<file path="src/rtl/ep0_fifo_regs.svh">
`ifndef EP0_FIFO_REGS_SVH
`define EP0_FIFO_REGS_SVH

// Register offsets
`define OFF_TX_FLAGS 8'h00
`define OFF_RX_DATA 8'h01
`define OFF_RX_LEN 8'h02
`define OFF_TX_DATA 8'h03
`define OFF_FIFO_CTL 8'h04
`define OFF_INT_STAT 8'h05
`define OFF_INT_MASK 8'h06

// Transmit flag bits
`define TXF_VACANT 3
`define TXF_FULL 2
`define TXF_UNDER 1
`define TXF_OVER 0

// Control register bits
`define CTL_RX_RESET 7
`define CTL_RX_EMPTY 6
`define CTL_RX_OVER 5
`define CTL_RX_UNDER 4
`define CTL_TX_CLEAR 0

// Interrupt bits
`define INT_TX 0
`define INT_RX 1

// Geometry and reset values
`define FIFO_DEPTH 8
`define RST_INT_MASK 2'h0

`endif

</file>
<file path="src/rtl/ep0_fifo_pkg.sv">
package ep0_fifo_pkg;

   typedef logic [3:0] ptr_t;
   typedef logic [7:0] byte_t;

endpackage : ep0_fifo_pkg

</file>
<file path="src/rtl/ep0_fifo_status.sv">
`timescale 1ns/1ps
`include "ep0_fifo_regs.svh"

module ep0_fifo_status
   import ep0_fifo_pkg::*;
(
   input wire logic CLK,
   input wire logic RST_N,
   input wire logic [7:0] ADDR,
   input wire logic [7:0] WDATA,
   input wire logic WR,
   input wire logic RD,
   output logic [7:0] RDATA,
   output logic IRQ,
   input wire logic FN_TX_POP,
   output logic [7:0] FN_TX_DATA,
   input wire logic FN_RX_PUSH,
   input wire logic [7:0] FN_RX_DATA,
   input wire logic FN_RX_DONE,
   output logic FN_RX_FULL
);

   function automatic ptr_t fill(input ptr_t w, input ptr_t r);
      return ptr_t'(w - r);
   endfunction : fill

   function automatic logic hit(input byte_t a, input byte_t off);
      return a == off;
   endfunction : hit

   byte_t tx_mem [`FIFO_DEPTH];
   byte_t rx_mem [`FIFO_DEPTH];

   ptr_t tx_wptr_reg, tx_rptr_reg, rx_wptr_reg, rx_rptr_reg;
   ptr_t tx_wptr_next, tx_rptr_next, rx_wptr_next, rx_rptr_next;
   ptr_t rx_pkt_cnt_reg, rx_pkt_cnt_next;
   ptr_t rx_len_reg, rx_len_next;
   logic tx_under_reg, tx_under_next, tx_over_reg, tx_over_next;
   logic tx_clr_reg, tx_clr_next;
   logic rx_rst_reg, rx_rst_next;
   logic rx_over_reg, rx_over_next, rx_under_reg, rx_under_next;
   logic [1:0] int_stat_reg, int_stat_next;
   logic [1:0] int_mask_reg;
   byte_t rdata_reg, fn_tx_data_reg;
   logic irq_reg, fn_rx_full_reg;

   // Address decode
   wire logic rd_flags = RD && hit(ADDR, `OFF_TX_FLAGS);
   wire logic rd_rxd = RD && hit(ADDR, `OFF_RX_DATA);
   wire logic rd_len = RD && hit(ADDR, `OFF_RX_LEN);
   wire logic rd_ist = RD && hit(ADDR, `OFF_INT_STAT);
   wire logic wr_txd = WR && hit(ADDR, `OFF_TX_DATA);
   wire logic wr_ctl = WR && hit(ADDR, `OFF_FIFO_CTL);
   wire logic wr_msk = WR && hit(ADDR, `OFF_INT_MASK);

   // FIFO levels
   wire ptr_t tx_fill = fill(tx_wptr_reg, tx_rptr_reg);
   wire ptr_t rx_fill = fill(rx_wptr_reg, rx_rptr_reg);
   wire logic tx_empty = tx_fill == 4'h0;
   wire logic tx_full = tx_fill == ptr_t'(`FIFO_DEPTH);
   wire logic rx_empty = rx_fill == 4'h0;
   wire logic rx_full = rx_fill == ptr_t'(`FIFO_DEPTH);

   // Transmit side
   wire logic tx_push_ok = wr_txd && !tx_full && !tx_clr_reg;
   wire logic tx_pop_ok = FN_TX_POP && !tx_empty && !tx_clr_reg;
   wire logic ev_under = FN_TX_POP && tx_empty;
   wire logic ev_over = wr_txd && tx_full;
   assign tx_wptr_next = tx_clr_reg ? 4'h0 : tx_wptr_reg + ptr_t'(tx_push_ok);
   assign tx_rptr_next = tx_clr_reg ? 4'h0 : tx_rptr_reg + ptr_t'(tx_pop_ok);
   assign tx_under_next = (tx_under_reg && !tx_clr_reg) || ev_under;
   assign tx_over_next = (tx_over_reg && !tx_clr_reg) || ev_over;
   assign tx_clr_next = wr_ctl && WDATA[`CTL_TX_CLEAR];

   // Receive side
   wire logic rx_push_ok = FN_RX_PUSH && !rx_full && !rx_rst_reg;
   wire logic rx_pop_ok = rd_rxd && !rx_empty && !rx_rst_reg;
   wire ptr_t rx_pkt_sum = rx_pkt_cnt_reg + ptr_t'(rx_push_ok);
   wire byte_t rx_head = rx_mem[rx_rptr_reg[2:0]];
   assign rx_wptr_next = rx_rst_reg ? 4'h0 : rx_wptr_reg + ptr_t'(rx_push_ok);
   assign rx_rptr_next = rx_rst_reg ? 4'h0 : rx_rptr_reg + ptr_t'(rx_pop_ok);
   assign rx_over_next = (rx_over_reg && !rx_rst_reg) || (FN_RX_PUSH && rx_full);
   assign rx_under_next = (rx_under_reg && !rx_rst_reg) || (rd_rxd && rx_empty);
   assign rx_rst_next = wr_ctl && WDATA[`CTL_RX_RESET];
   assign rx_pkt_cnt_next = (FN_RX_DONE || rx_rst_reg) ? 4'h0 : rx_pkt_sum;
   assign rx_len_next = FN_RX_DONE ? rx_pkt_sum : rx_len_reg;

   // Sticky interrupt status, set wins over clear
   wire logic [1:0] int_set = {FN_RX_DONE, ev_under || ev_over};
   wire logic [1:0] int_clr = {rd_ist, rd_ist || tx_clr_reg};
   assign int_stat_next = (int_stat_reg & ~int_clr) | int_set;

   // Read data select, reserved bits zero
   wire byte_t flags_val = {4'h0, tx_empty, tx_full, tx_under_reg, tx_over_reg};
   wire byte_t ctl_val = {rx_rst_reg, rx_empty, rx_over_reg, rx_under_reg,
                          3'h0, tx_clr_reg};
   wire byte_t rd_sel =
      hit(ADDR, `OFF_TX_FLAGS) ? flags_val :
      hit(ADDR, `OFF_RX_DATA) ? (rx_pop_ok ? rx_head : 8'h00) :
      hit(ADDR, `OFF_RX_LEN) ? {4'h0, rx_len_reg} :
      hit(ADDR, `OFF_FIFO_CTL) ? ctl_val :
      hit(ADDR, `OFF_INT_STAT) ? {6'h00, int_stat_reg} :
      hit(ADDR, `OFF_INT_MASK) ? {6'h00, int_mask_reg} : 8'h00;

   always_ff @(posedge CLK) begin
      if (tx_push_ok) begin
         tx_mem[tx_wptr_reg[2:0]] <= WDATA;
      end
      if (rx_push_ok) begin
         rx_mem[rx_wptr_reg[2:0]] <= FN_RX_DATA;
      end
   end

   always_ff @(posedge CLK or negedge RST_N) begin
      if (!RST_N) begin
         tx_wptr_reg <= 4'h0;
         tx_rptr_reg <= 4'h0;
         tx_under_reg <= 1'b0;
         tx_over_reg <= 1'b0;
         tx_clr_reg <= 1'b0;
         fn_tx_data_reg <= 8'h00;
      end else begin
         tx_wptr_reg <= tx_wptr_next;
         tx_rptr_reg <= tx_rptr_next;
         tx_under_reg <= tx_under_next;
         tx_over_reg <= tx_over_next;
         tx_clr_reg <= tx_clr_next;
         if (tx_pop_ok) begin
            fn_tx_data_reg <= tx_mem[tx_rptr_reg[2:0]];
         end
      end
   end

   always_ff @(posedge CLK or negedge RST_N) begin
      if (!RST_N) begin
         rx_wptr_reg <= 4'h0;
         rx_rptr_reg <= 4'h0;
         rx_over_reg <= 1'b0;
         rx_under_reg <= 1'b0;
         rx_rst_reg <= 1'b0;
         rx_pkt_cnt_reg <= 4'h0;
         rx_len_reg <= 4'h0;
         fn_rx_full_reg <= 1'b0;
      end else begin
         rx_wptr_reg <= rx_wptr_next;
         rx_rptr_reg <= rx_rptr_next;
         rx_over_reg <= rx_over_next;
         rx_under_reg <= rx_under_next;
         rx_rst_reg <= rx_rst_next;
         rx_pkt_cnt_reg <= rx_pkt_cnt_next;
         rx_len_reg <= rx_len_next;
         fn_rx_full_reg <= fill(rx_wptr_next, rx_rptr_next) == ptr_t'(`FIFO_DEPTH);
      end
   end

   always_ff @(posedge CLK or negedge RST_N) begin
      if (!RST_N) begin
         int_stat_reg <= 2'h0;
         int_mask_reg <= `RST_INT_MASK;
         irq_reg <= 1'b0;
         rdata_reg <= 8'h00;
      end else begin
         int_stat_reg <= int_stat_next;
         if (wr_msk) begin
            int_mask_reg <= WDATA[1:0];
         end
         irq_reg <= |(int_stat_next & int_mask_reg);
         rdata_reg <= RD ? rd_sel : 8'h00;
      end
   end

   assign RDATA = rdata_reg;
   assign IRQ = irq_reg;
   assign FN_TX_DATA = fn_tx_data_reg;
   assign FN_RX_FULL = fn_rx_full_reg;
endmodule : ep0_fifo_status

</file>
<file path="config.mk">
export PLATFORM = sky130hd
export DESIGN_NAME = ep0_fifo_status
export DESIGN_NICKNAME = d
export VERILOG_FILES = /design/src/rtl/ep0_fifo_pkg.sv /design/src/rtl/ep0_fifo_status.sv
export VERILOG_INCLUDE_DIRS = /design/src /design/src/rtl
export SDC_FILE = /design/constraint.sdc
export NUM_CORES = 1
export LEC_CHECK = 0
export BUFFER_PORTS_ARGS = -buffer_cell sky130_fd_sc_hd__buf_2
export CORE_MARGIN = 2
export CORE_UTILIZATION = 55
export CTS_BUF_LIST = sky130_fd_sc_hd__clkbuf_16
export CTS_CLUSTER_DIAMETER = 40
export CTS_CLUSTER_SIZE = 12
export DETAILED_ROUTE_END_ITERATION = 12
export PLACE_DENSITY = 0.79
export SETUP_SLACK_MARGIN = 0.1
export SYNTH_ARGS = -nofsm -noshare
export SYNTH_HDL_FRONTEND = slang
export SYNTH_SLANG_ARGS = --single-unit
export TNS_END_PERCENT = 20
</file>
<file path="constraint.sdc">
create_clock -name CLK -period 5.6 [get_ports CLK]
set_input_delay 0.28 -clock CLK [delete_from_list [all_inputs] [get_ports CLK]]
set_output_delay 0.28 -clock CLK [all_outputs]
set_load 0.05 [all_outputs]
</file>
Word level (Yosys, flattened, before mapping). Memories as Yosys holds them, arrays and structs flattened. A register that Yosys moved wholly into a read port is not among the register bits. Index checks and enable logic that the tools add are counted.

RAM bits: 128. Output and inout port bits: 18. Input bits: 31. Memories: 2. Flip-flop bits (word level): 44. Logic and storage cells: 98.

Reduce and logical (&&, ||, !) cells: 41. Muxes and demuxes: 17. Bitwise operators: 4. Add/sub/neg operators: 8. Equal/unequal tests: 9.

Memories: rx_mem (words 8, bits a word 8, rd ports 1, clocked after Yosys merged registers in 0, write ports 1, line ep0_fifo_status.sv:32) `` byte_t rx_mem [`FIFO_DEPTH]; ``; tx_mem (words 8, bits a word 8, rd ports 1, clocked after Yosys merged registers in 1, write ports 1, line ep0_fifo_status.sv:31) `` byte_t tx_mem [`FIFO_DEPTH]; ``.

Operator list (count): $mux 8 (6); $eq 8x3->1 const B (3); $logic_and 1x1->1 (23); $add 4x1->4 (5); $mux 4 (5); $eq 8x2->1 const B (2); $eq 4x4->1 const B (3); $sub 4x4->4 (3); $eq 8x1->1 const B (1); $logic_not 4->1 (2); $logic_not 8->1 (1); $logic_not 1->1 (7); $logic_or 1x1->1 (7); $and 2x2->2 (2); $mux 1 (4); $mux 2 (2); $not 2->2 (1); $or 2x2->2 (1); $reduce_or 2->1 (1).

Depth between registers and ports, before layout. Gate-level depths: netlist of run 1.

Word-level depth: 9. Depth in mapped cells: 17. Mapped depth without buffers: 15.

Worst setup path after synthesis of run 1. Ideal clock, no wire load.

Kind: register to register. Start point: register rx_rptr_reg[1]. End point: register fn_rx_full_reg, in the netlist FN_RX_FULL. Cell stages (with the launch flop): 16. Data arrival time: 4.004 ns. Required time: 5.536 ns. Setup slack: 1.532 ns. Buffers on the path: 1. Cell sequence: dfrtp_1 clkbuf_1 clkinv_1 ha_1 nor2b_1 xnor2_1 o41ai_2 inv_1 ha_1 ha_1 nand2_1 ha_1 a21oi_1 or4bb_1 a21oi_1 a31o_2.

Longest elaborated chain between the ends: 9.

Ends and longest elaborated chain: from (decl) (line ep0_fifo_status.sv:34) `ptr_t tx_wptr_reg, tx_rptr_reg, rx_wptr_reg, rx_rptr_reg;`; from (signal assigned) (line ep0_fifo_status.sv:146) `rx_rptr_reg <= rx_rptr_next;`; $sub 4x4->4 (line ep0_fifo_status.sv:24) `return ptr_t'(w - r);`; $eq 4x4->1 or $logic_not 4->1 (tied branches) (line ep0_fifo_status.sv:62, ep0_fifo_status.sv:61); $logic_not 1->1 (on tied branches) (line ep0_fifo_status.sv:76, ep0_fifo_status.sv:77); $logic_and 1x1->1 (on tied branches) (2 in series) (line ep0_fifo_status.sv:76, ep0_fifo_status.sv:77); $add 4x1->4 (on tied branches) (line ep0_fifo_status.sv:80, ep0_fifo_status.sv:81); $mux 4 (on tied branches) (line ep0_fifo_status.sv:80, ep0_fifo_status.sv:81); $sub 4x4->4 * (line ep0_fifo_status.sv:24); $eq 4x4->1 * (line ep0_fifo_status.sv:152) `` fn_rx_full_reg <= fill(rx_wptr_next, rx_rptr_next) == ptr_t'(`FIFO_DEPTH); ``; to (signal assigned) (line ep0_fifo_status.sv:152); to (decl) (line ep0_fifo_status.sv:45) `logic irq_reg, fn_rx_full_reg;`.

Every way passes the cells marked *; elsewhere a longest branch is shown, timed or not. A chain may end at the register's enable or synchronous reset.

Worst setup path in the final report of run 1.
Start point: register rx_rptr_reg[1]. End point: register fn_rx_full_reg, in the netlist FN_RX_FULL.

Longest elaborated chain between the ends: 9.

Ends and longest elaborated chain: $sub 4x4->4 (line ep0_fifo_status.sv:24); $eq 4x4->1 (line ep0_fifo_status.sv:62) `` wire logic rx_full = rx_fill == ptr_t'(`FIFO_DEPTH); ``; $logic_not 1->1 (line ep0_fifo_status.sv:76) `wire logic rx_push_ok = FN_RX_PUSH && !rx_full && !rx_rst_reg;`; $logic_and 1x1->1 (2 in series) (line ep0_fifo_status.sv:76); $add 4x1->4 (line ep0_fifo_status.sv:80) `assign rx_wptr_next = rx_rst_reg ? 4'h0 : rx_wptr_reg + ptr_t'(rx_push_ok);`; $mux 4 (line ep0_fifo_status.sv:80); via rx_wptr_next[1] (line ep0_fifo_status.sv:35) `ptr_t tx_wptr_next, tx_rptr_next, rx_wptr_next, rx_rptr_next;`; $sub 4x4->4 (line ep0_fifo_status.sv:24); $eq 4x4->1 (line ep0_fifo_status.sv:152).

The timed path passes the listed nets, and every way through them passes these cells.

==> metrics, run 1 <==
main combinational cell family by area after synthesis=multiplexers; status=finished, final reports clean; synthesis warning total=0; Pleak=0.00333 µW; Post-Synth XOR/XNOR Area=1.73%; Clock Tree Buf Depth=2; Synth area leader=edfxtp_1; largest net degree at the start of global routing=53; reg2reg end=FN_RX_FULL; CP Launch Type=flip-flop; PortBufs=48; mux cell area share after synthesis=12.5%; clock sink count=180; Util after Layout=64.5%; Core ar.=13300 µm²; Synth Register Bits=180; Clk pin slew, worst setup/hold paths=0.07 ns; grt ovf=0; Synth cell types=53; PD cells=443 nW/µm²; flop-to-flop setup slack=1.15 ns; Adder-Cell Fraction of Synth Area=3.13%; Relative slew margins=29.5%; WHS Path Cells=1; final antenna-violating net count=0; CTS H-tree lvls=4; Worst path slowest cell=dfrtp_1; number of core rows=42; initial antenna violation count=2; Max Freq=225 MHz; drt first pass iters=5; drt via density=5.97; clk_skew=0.00965 ns; Netlist Area Pre-Place=7590 µm²; area grow syn2layout=13.5%; post-CTS setup buffers=0; CP cell instances=clkinv_1 -> ha_1 -> nand3b_1 -> a21oi_1 -> nor2_1 -> nor3_1 -> nor2b_1 -> ha_1 -> ha_1 -> nor2b_1 -> ha_1 -> a21oi_1 -> or4bb_1 -> a21oi_1 -> a31o_2; RSZ-0062 raised after global routing=no; synthesized area per cell=16.1 µm²; sequential fraction of the synthesis area=67.8%; Filler cells=902; Num CTS Buffers=17; hold crit path type=primary input to flip-flop; Top cell by count, worst path=ha_1; post-synthesis compound-gate area fraction=3.86%; setup TNS=0 ns; CP endpoint kind=flip-flop; Crit Path Max Fanout=10; post_cts resized=0; synthesized instance count=472; ranking of synthesized cells by area=edfxtp_1, dfrtp_1, mux4_2, ha_1, nand2_1; CTS tree=yes; Post-synth EDFFs=128; critical path's largest stage delay=0.70 ns; Clk pwr share=29.8%; Initial Util=56.9%; Final HPWL DP=10100 µm; Main synth FF type=edfxtp_1; Final period util=79.5%; DR iter-0 viols=445; Synth top area share=50.6%; Max Slew Vio Count=0; Worst-Margin Slew=1.05 ns; Comb power frac=25.6%; hold_sp=FN_RX_DATA[1]; Simple-Gate Fraction of Synth Area=9.10%; Max Cap Viol=0; P_int=2570 µW; Die X=121 µm; GPL Wtd Cong=0.903; crit path time final=4.45 ns; share of cells above drive strength 1=27.5%; WL/cell=21.6 µm; sequential power share=44.6%; Final Hold Fails=0; Ports=49; worst skew pair latency=0.45 ns; Post-synth ARST share=28.9%; CP startpoint=rx_rptr_reg[1]; Reg-to-Reg Start=rx_rptr_reg[1]; r2r worst-path depth=15; vias in the first global route=4456; crit path DAT=4.84 ns; VDD IR-drop max=0.000238 V; first-pass GRT wire length=24500 µm; Root Buffer Master=clkbuf_16; routed wire length=15600 µm; hold endpoint=rx_mem[4][1]; final setup vio count=0; Die Ht=121 µm; CP Data Required Time=5.99 ns; die area=14800 µm²; sw frac=32.7%; via count=4299; Post-CTS Hold Buffers=1; final net count=579; Crit Path Category=flip-flop to flip-flop; P_sw=1250 µW; GRT Util Overall=23.0%; drt drc=0; Syn Nets=522
==> synth_stat cells (6+ instances only) <==
cell type	instances
nor2b_1	17
nor2_1	23
nand2_1	41
a21oi_1	9
xnor2_1	9
nand3_1	6
ha_1	19
dfrtp_1	52
mux4_2	32
xor2_1	6
edfxtp_1	128
inv_1	18
nor3_1	7
mux2i_1	8
mux2_2	13
clkbuf_1	14
==> power by group through the flow <==
| stage | Clock, µW | Sequential (µW) | Combinational [µW] |
|---|---|---|---|
| after floorplan | 0 | 1810 | 613 |
| after global placement | 0 | 1710 | 918 |
| after detailed placement | 0 | 1720 | 965 |
| after CTS | 1140 | 1700 | 979 |
| after global routing | 1200 | 1720 | 1060 |
| final | 1140 | 1700 | 976 |
==> layout make-up <==
class,instances,area [µm²],area share (%)
clock inverter,15,135,1.57
antenna,2,5.00,0.0581
multi-input combinational,254,2300,26.8
sequential,180,5140,59.7
tap,176,220,2.56
clock buffer,17,425,4.94
timing repair buffer,56,303,3.52
inverter,20,75.1,0.872
==> logic make-up after synthesis <==
kind of cell    count (synthesis)
xor+xnor                       15
flops                         180
simple gates                  129
buf+inv                        38
compound gates                 38
fa+ha+maj                      19
mux                            53
==> routing by layer <==
metal | global-route usage, % | share of wire, % | vias up
met4 | 8.69 | 1.5 | 0
met1 | 30.8 | 41 | 2189
met5 | 0 | 0 | -
met3 | 6.48 | 7.3 | 22
li1 | - | - | 1915
met2 | 36.3 | 50 | 173
==> cell usage in the layout, fill, tap and decap left out, drive strengths merged, types with 3 or more instances in the layout <==
cell type    n
clkbuf      17
nor3         8
nor2b       17
ha          19
clkinv       6
inv         28
or3          3
or2          4
and3         3
nand3        6
o22ai        5
xnor2        9
nand2       41
o21ai        3
nor2        23
mux2        13
mux4        32
dfrtp       52
nand3b       3
nor3b        7
nand2b       4
and3b        3
o32ai        3
and4         3
mux2i        8
buf         55
xor2         6
edfxtp     128
a21oi        9
==> per-stage QoR <==
stage | instance area, µm² | cells | total power, µW | setup slack [ns] | hold WS [ns]
after detailed placement | 8040 | 685 | 2690 | 1.31 | 0.456
after floorplan | 7590 | 472 | 2420 | 1.53 | -0.0156
after CTS | 8610 | 718 | 3820 | 1.17 | 0.0907
after global placement | 8040 | 685 | 2630 | 1.52 | 0.439
after global routing | 8610 | 720 | 3980 | 0.795 | 0.0977
final | 8610 | 720 | 3820 | 1.15 | 0.101
==> worst max-delay path: cells and delay by family (launching register included) <==
kind                       cells  cell delay [ns]
and+or+nand+nor                6             1.33
adders and majority gates      4             1.22
DFF                            1             0.70
AOI/OAI and AO/OA              4             0.70
buffers and inverters          1             0.43
==> worst max path at each step <==
stage                 end  slack [ns]  cells past startpoint
2_1_floorplan  FN_RX_FULL        1.53                     15
3_3_place_gp   FN_RX_FULL        1.52                     15
3_5_place_dp   FN_RX_FULL        1.31                     15
4_1_cts        FN_RX_FULL        1.17                     15
5_1_grt        FN_RX_FULL        0.79                     15
6_report       FN_RX_FULL        1.15                     15
No activity file was read; power rests on OpenSTA's default activity.
==> run 2: changes to the inputs <==
Settings changed: ABC_AREA set to 1, CORE_UTILIZATION 55 to 54, PLACE_DENSITY 0.79 to 0.81.
Clock period 5.6 ns to 3.95 ns, I/O delays scaled along.
==> metrics, run 2 <==
most frequent cell after synthesis=nand2_1; Final period util=87.0% (+7.5 points); CP top delay family=adder cells; drt drc=0 (unchanged); area grow syn2layout=14.1%; Main synth FF type=edfxtp_1; CP Launch Type=flip-flop; Num CTS Buffers=17 (unchanged); Synth Register Bits=180 (unchanged); post-CTS setup buffers=0 (unchanged); DR iter-0 viols=765 (+72%); final setup margin=0.512 ns (-0.634 ns); Initial Util=55.6% (-1.2 points); Die X=124 µm (+2.1%); CP Data Required Time=4.30 ns (-1.69 ns); Setup WS pre-CTS=0.567 ns (-0.747 ns); Synth cell types=31 (-42%); setup TNS=0 ns (unchanged); Root Buffer Master=clkbuf_16; Core ar.=14000 µm² (+4.8%); Final Hold Fails=0 (unchanged); critical path's largest stage delay=0.35 ns (-0.35 ns); Relative slew margins=35.3% (+5.8 points); VDD IR-drop max=0.000632 V (+170%); antenna cells=0 (-2); crit path time final=3.44 ns (-1.02 ns); PortBufs=48 (unchanged); synthesized instance count=734 (+56%); first-pass GRT wire length=26400 µm (+7.6%); Post-synth ARST share=28.9% (unchanged); clock sink count=180 (unchanged); final total power=5470 µW (+43%); drt via density=5.54 (-7.3%); worst skew pair latency=0.44 ns (about the same); largest net degree at the start of global routing=36 (-32%); CP endpoint kind=flip-flop; clk_skew=0.00866 ns (-0.000990 ns); synthesized area per cell=10.6 µm² (-34%); GPL Wtd Cong=0.845 (-6.4%); Clk pin slew, worst setup/hold paths=0.06 ns (about the same); synthesis warning total=0 (unchanged); CTS H-tree lvls=4 (unchanged); share of cells above drive strength 1=14.1% (-13 points); Synth area leader=edfxtp_1; via count=5481 (+27%); CP cell instances=clkinv_1 -> buf_4 -> ha_1 -> a21oi_1 -> nand2_1 -> nand2_1 -> nand2_1 -> nor2_1 -> nor2_4 -> ha_1 -> ha_1 -> nand2_1 -> ha_1 -> a21oi_1 -> inv_1 -> a21oi_1 -> nor2_1 -> nor3b_1; CP bufs+invs=3 (+2); final setup vio count=0 (unchanged); status=finished, final reports clean; Post-synth EDFFs=128 (unchanged); Final HPWL DP=10900 µm (+7.9%); die area=15400 µm² (+4.3%); hold crit path type=primary input to flip-flop; Finished Layout Cells=990 (+38%); Die Ht=124 µm (+2.1%); final antenna-violating net count=0 (unchanged); top cells by count, synth=nand2_1, edfxtp_1, nand3_1; initial antenna violation count=0 (-2); ranking of synthesized cells by area=edfxtp_1, dfrtp_1, nand2_1, nand3_1, nor2_1; Ports=49 (unchanged); Pleak=0.00370 µW (+11%); Crit Path Category=flip-flop to flip-flop; RSZ-0062 raised after global routing=no; Clock Tree Buf Depth=2 (unchanged); final net count=847 (+46%); crit path DAT=3.79 ns (-1.05 ns); vias in the first global route=5274 (+18%); Worst path slowest cell=dfrtp_1; CTS tree=yes; routed wire length=16800 µm (+8.3%); Inst Count DP=957 (+40%); GRT Util Overall=23.4% (+0.34 points); WL/cell=17.0 µm (-21%); post-layout instance area=8880 µm² (+3.1%); drt first pass iters=5 (unchanged); Syn Nets=784 (+50%); grt ovf=0 (unchanged); post_cts resized=0 (unchanged); Netlist Area Pre-Place=7780 µm² (+2.5%); commonest cells after routing, fill and taps aside=nand2_1, edfxtp_1, nand3_1; Crit Path Max Fanout=9 (-1); PD cells=616 nW/µm² (+39%); sequential fraction of the synthesis area=66.1% (-1.7 points); placed cell area=8270 µm² (+2.9%); Max Freq=291 MHz (+30%); Max Cap Viol=0 (unchanged); Max Slew Vio Count=0 (unchanged); number of core rows=43 (+2.4%); most common cell after layout, fill and taps aside=nand2_1; Synth top area share=49.4% (-1.2 points); Worst-Margin Slew=0.969 ns (-0.0845 ns)
run 2: cell count changes after synthesis, sizes merged, moves of 7 or more:
cell and delta:
a21oi +8, nand2 +132, nor2b -17, mux2 -12, mux4 -32, inv +45
o21ai +49, nor2 +64, mux2i -8, buf +10, clkbuf -7, nand3 +82
run 2: report_power, final:
part           total (µW)  switching, µW  internal (µW)
Combinational        1400           1000            404
Sequential           2340           97.7           2250
Clock                1720            724            998
Total                5470           1820           3650
run 2: area by class of cell:
class / count / area, µm²
clock buffer: 17 / 425
clock inverter: 15 / 180
fill: 1061 / 5100
inverter: 67 / 251
multi-input combinational: 466 / 2290
sequential: 180 / 5140
tap: 180 / 225
timing repair buffer: 65 / 370
run 2: cells by family after synthesis:
group	after synthesis	synth area share (%)
XOR/XNOR	7	0.788
AO/OA/AOI/OAI	80	5.55
AND/OR/NAND/NOR	359	19.8
flip-flops	180	66.1
buffers and inverters	88	4.52
multiplexers	1	0.145
adder cells (fa/ha/maj)	19	3.05
run 2: layer usage:
metal  part of all wire [%]  vias up  global-route usage, %
li1                       -     2623                      -
met1                     40     2605                   28.9
met2                     51      214                   39.5
met3                    7.0       39                   6.14
met4                    2.3        0                   8.71
met5                      0        -                      0
run 2: worst reg2reg max path: cells and delay by family, from the launching register on:
kind	cells	cell delay, ns
AOI/OAI and AO/OA	3	0.63
adders and majority gates	4	1.16
and+or+nand+nor	8	0.92
DFF	1	0.35
buffers and inverters	3	0.29
run 2: path summary, 6_finish.rpt:
| kind | startpoint | to | slack (ns) | cells past startpoint |
|---|---|---|---|---|
| setup / recovery | rx_rptr_reg[2] | FN_RX_FULL | 0.51 | 18 |
| hold / removal | FN_RX_DATA[5] | rx_mem[0][5] | 0.03 | 1 |
| setup reg to reg | rx_rptr_reg[2] | FN_RX_FULL | 0.51 | 18 |
| hold reg to reg | FN_TX_DATA[5] | FN_TX_DATA[5] | 0.48 | 2 |
| max in group asynchronous | RST_N | FN_RX_FULL | 2.85 | 3 |
| min in group asynchronous | RST_N | FN_TX_DATA[0] | 0.32 | 2 |
run 2: timing repair:
| item | in CTS | in global routing |
|---|---|---|
| setup endpoints to repair | 0 | 0 |
| hold endpoints to repair | 27 | 0 |
| hold buffers | 1 | 0 |
run 2: per-stage QoR:
step	hold slack [ns]	util [%]
4_1_cts	0.0153	63.5
3_3_place_gp	0.239	59.1
2_1_floorplan	-0.0981	-
6_report	0.0298	63.5
3_5_place_dp	0.256	59.1
5_1_grt	0.0290	63.5
==> run 3: changes to the inputs <==
Settings changed: ABC_AREA 1 to not set, CORE_ASPECT_RATIO set to 0.7.
==> metrics, run 3 (synthesis results as in run 1) <==
Crit Path Category=flip-flop to flip-flop; commonest cells after routing, fill and taps aside=edfxtp_1, dfrtp_1, buf_2; PD cells=619 nW/µm² (+0.47%); CTS H-tree lvls=4 (unchanged); via count=4258 (-22%); drt via density=5.70 (+3.0%); CP Data Required Time=4.32 ns (+0.02 ns); Comb power frac=27.7% (+2.0 points); final setup vio count=0 (unchanged); final setup margin=0.217 ns (-0.296 ns); Worst Hold Margin=0.0286 ns (-0.00118 ns); area grow syn2layout=15.5%; final net count=593 (-30%); largest net degree at the start of global routing=53 (+47%); Max Slew Vio Count=0 (unchanged); share of cells above drive strength 1=30.0% (+16 points); GRT Util Overall=21.0% (-2.4 points); clk_skew=0.0101 ns (+0.00145 ns); Max Freq=268 MHz (-7.9%); Relative slew margins=33.7% (-1.6 points); Core ar.=13800 µm² (-1.1%); sequential power share=43.6% (+0.8 points); RSZ-0062 raised after global routing=no; grt ovf=0 (unchanged); number of core rows=36 (-16%); routed wire length=14700 µm (-12%); Root Buffer Master=clkbuf_16; DR iter-0 viols=360 (-53%); Num CTS Buffers=17 (unchanged); Initial Util=54.9% (-0.74 points); Crit path depth=14 (-4); Clk pwr share=28.7% (-2.8 points); Final HPWL DP=9870 µm (-9.4%); P_int=3670 µW (+0.51%); CP endpoint kind=flip-flop; final total power=5420 µW (-0.85%); drt drc=0 (unchanged); Clock Tree Buf Depth=2 (unchanged); Worst-Margin Slew=0.991 ns (+0.0211 ns); most common cell after layout, fill and taps aside=edfxtp_1; hold crit path type=primary input to flip-flop; drt first pass iters=7 (+2); final antenna-violating net count=0 (unchanged); r2r worst-path depth=14 (-4); Clk pin slew, worst setup/hold paths=0.07 ns (about the same); CP bufs+invs=0 (-3); Crit Path Max Fanout=8 (-1); Final period util=94.5% (+7.5 points); Ports=49 (unchanged); Finished Layout Cells=747 (-25%); crit path time final=3.73 ns (+0.296 ns); Die Ht=103 µm (-17%); die area=15000 µm² (-2.3%); crit path DAT=4.11 ns (+0.32 ns); sw frac=32.4% (-0.91 points); CP Launch Type=flip-flop; Inst Count DP=709 (-26%); initial antenna violation count=2 (+2); CP top delay family=simple AND/OR/NAND/NOR gates; Die X=146 µm (+17%); Worst path slowest cell=or4bb_1; critical path's largest stage delay=0.50 ns (+0.15 ns); P_sw=1760 µW (-3.6%); setup TNS=0 ns (unchanged); Setup WS pre-CTS=0.181 ns (-0.385 ns); CTS tree=yes; VDD IR-drop max=0.000370 V (-41%); status=finished, final reports clean; PortBufs=48 (unchanged); Top cell by count, worst path=ha_1; WHS Path Cells=1 (unchanged); worst skew pair latency=0.44 ns (about the same); Pleak=0.00339 µW (-8.3%); first-pass GRT wire length=23000 µm (-13%); vias in the first global route=4199 (-20%); clock sink count=180 (unchanged); Final Hold Fails=0 (unchanged); CP cell instances=ha_1 -> nand3b_1 -> and3_2 -> nor2_2 -> nor3_2 -> nor2b_1 -> ha_1 -> ha_1 -> nor2b_1 -> ha_1 -> a21oi_1 -> or4bb_1 -> a21oi_1 -> a31o_2; WL/cell=19.7 µm (+16%); Max Cap Viol=0 (unchanged); GPL Wtd Cong=0.853 (+1.0%)
==> run 3: per-stage QoR <==
| stage | utilization (%) | instance area [µm²] |
|---|---|---|
| after floorplan | - | 7610 |
| after global placement | 58.8 | 8140 |
| after detailed placement | 58.8 | 8140 |
| after CTS | 63.0 | 8710 |
| after global routing | 63.4 | 8760 |
| final | 63.4 | 8770 |
==> run 3: power groups by stage <==
stage	sequential (µW)	combinational (µW)	clock, µW
floorplan	2560	877	0
global placement	2380	1390	0
detailed placement	2400	1450	0
CTS	2360	1470	1590
global route	2390	1640	1670
finish	2370	1500	1560
==> run 3: path summary, 6_finish.rpt <==
check	from	endpoint	slack, ns
max	rx_wptr_reg[1]	FN_RX_FULL	0.22
min	FN_RX_DATA[2]	rx_mem[6][2]	0.03
min in group asynchronous	RST_N	rx_len_reg[3]	0.42
min reg2reg	rx_over_reg	RDATA[5]	0.50
max reg2reg	rx_wptr_reg[1]	FN_RX_FULL	0.22
max in group asynchronous	RST_N	rx_wptr_reg[2]	3.05
==> run 3: cell type report <==
cell class                 count  area (µm²)
sequential                   180        5150
clock buffer                  17         425
antenna                        1        2.50
fill                         977        5060
multi-input combinational    254        2350
inverter                      20        75.1
clock inverter                15         123
tap                          190         238
timing repair buffer          70         410
==> run 3: what timing repair did <==
action                                  4_1_cts  5_1_grt
endpoints found under the setup margin        1        1
hold endpoints to repair                     53        0
setup buffers                                 0        3
hold buffers                                  2        0
pin swaps                                     0        1
resized for setup                             1        7
==> run 3: routing by layer <==
metal  wire (µm)  vias to the layer above  global-route usage, %
met5          11                        -                      0
met4         137                        2                   7.47
met3        1030                       18                   6.40
met2        6680                      142                   30.4
met1        6880                     2167                   30.6
li1            -                     1929                      -
==> run 3: worst reg2reg max path, delay by kind of cell, from the launching register on <==
kind                     cells  cell delay [ns]
AND/OR/NAND/NOR              7             1.52
adder cells (fa/ha/maj)      4             1.19
AO/OA/AOI/OAI                3             0.50
flip-flops                   1             0.47
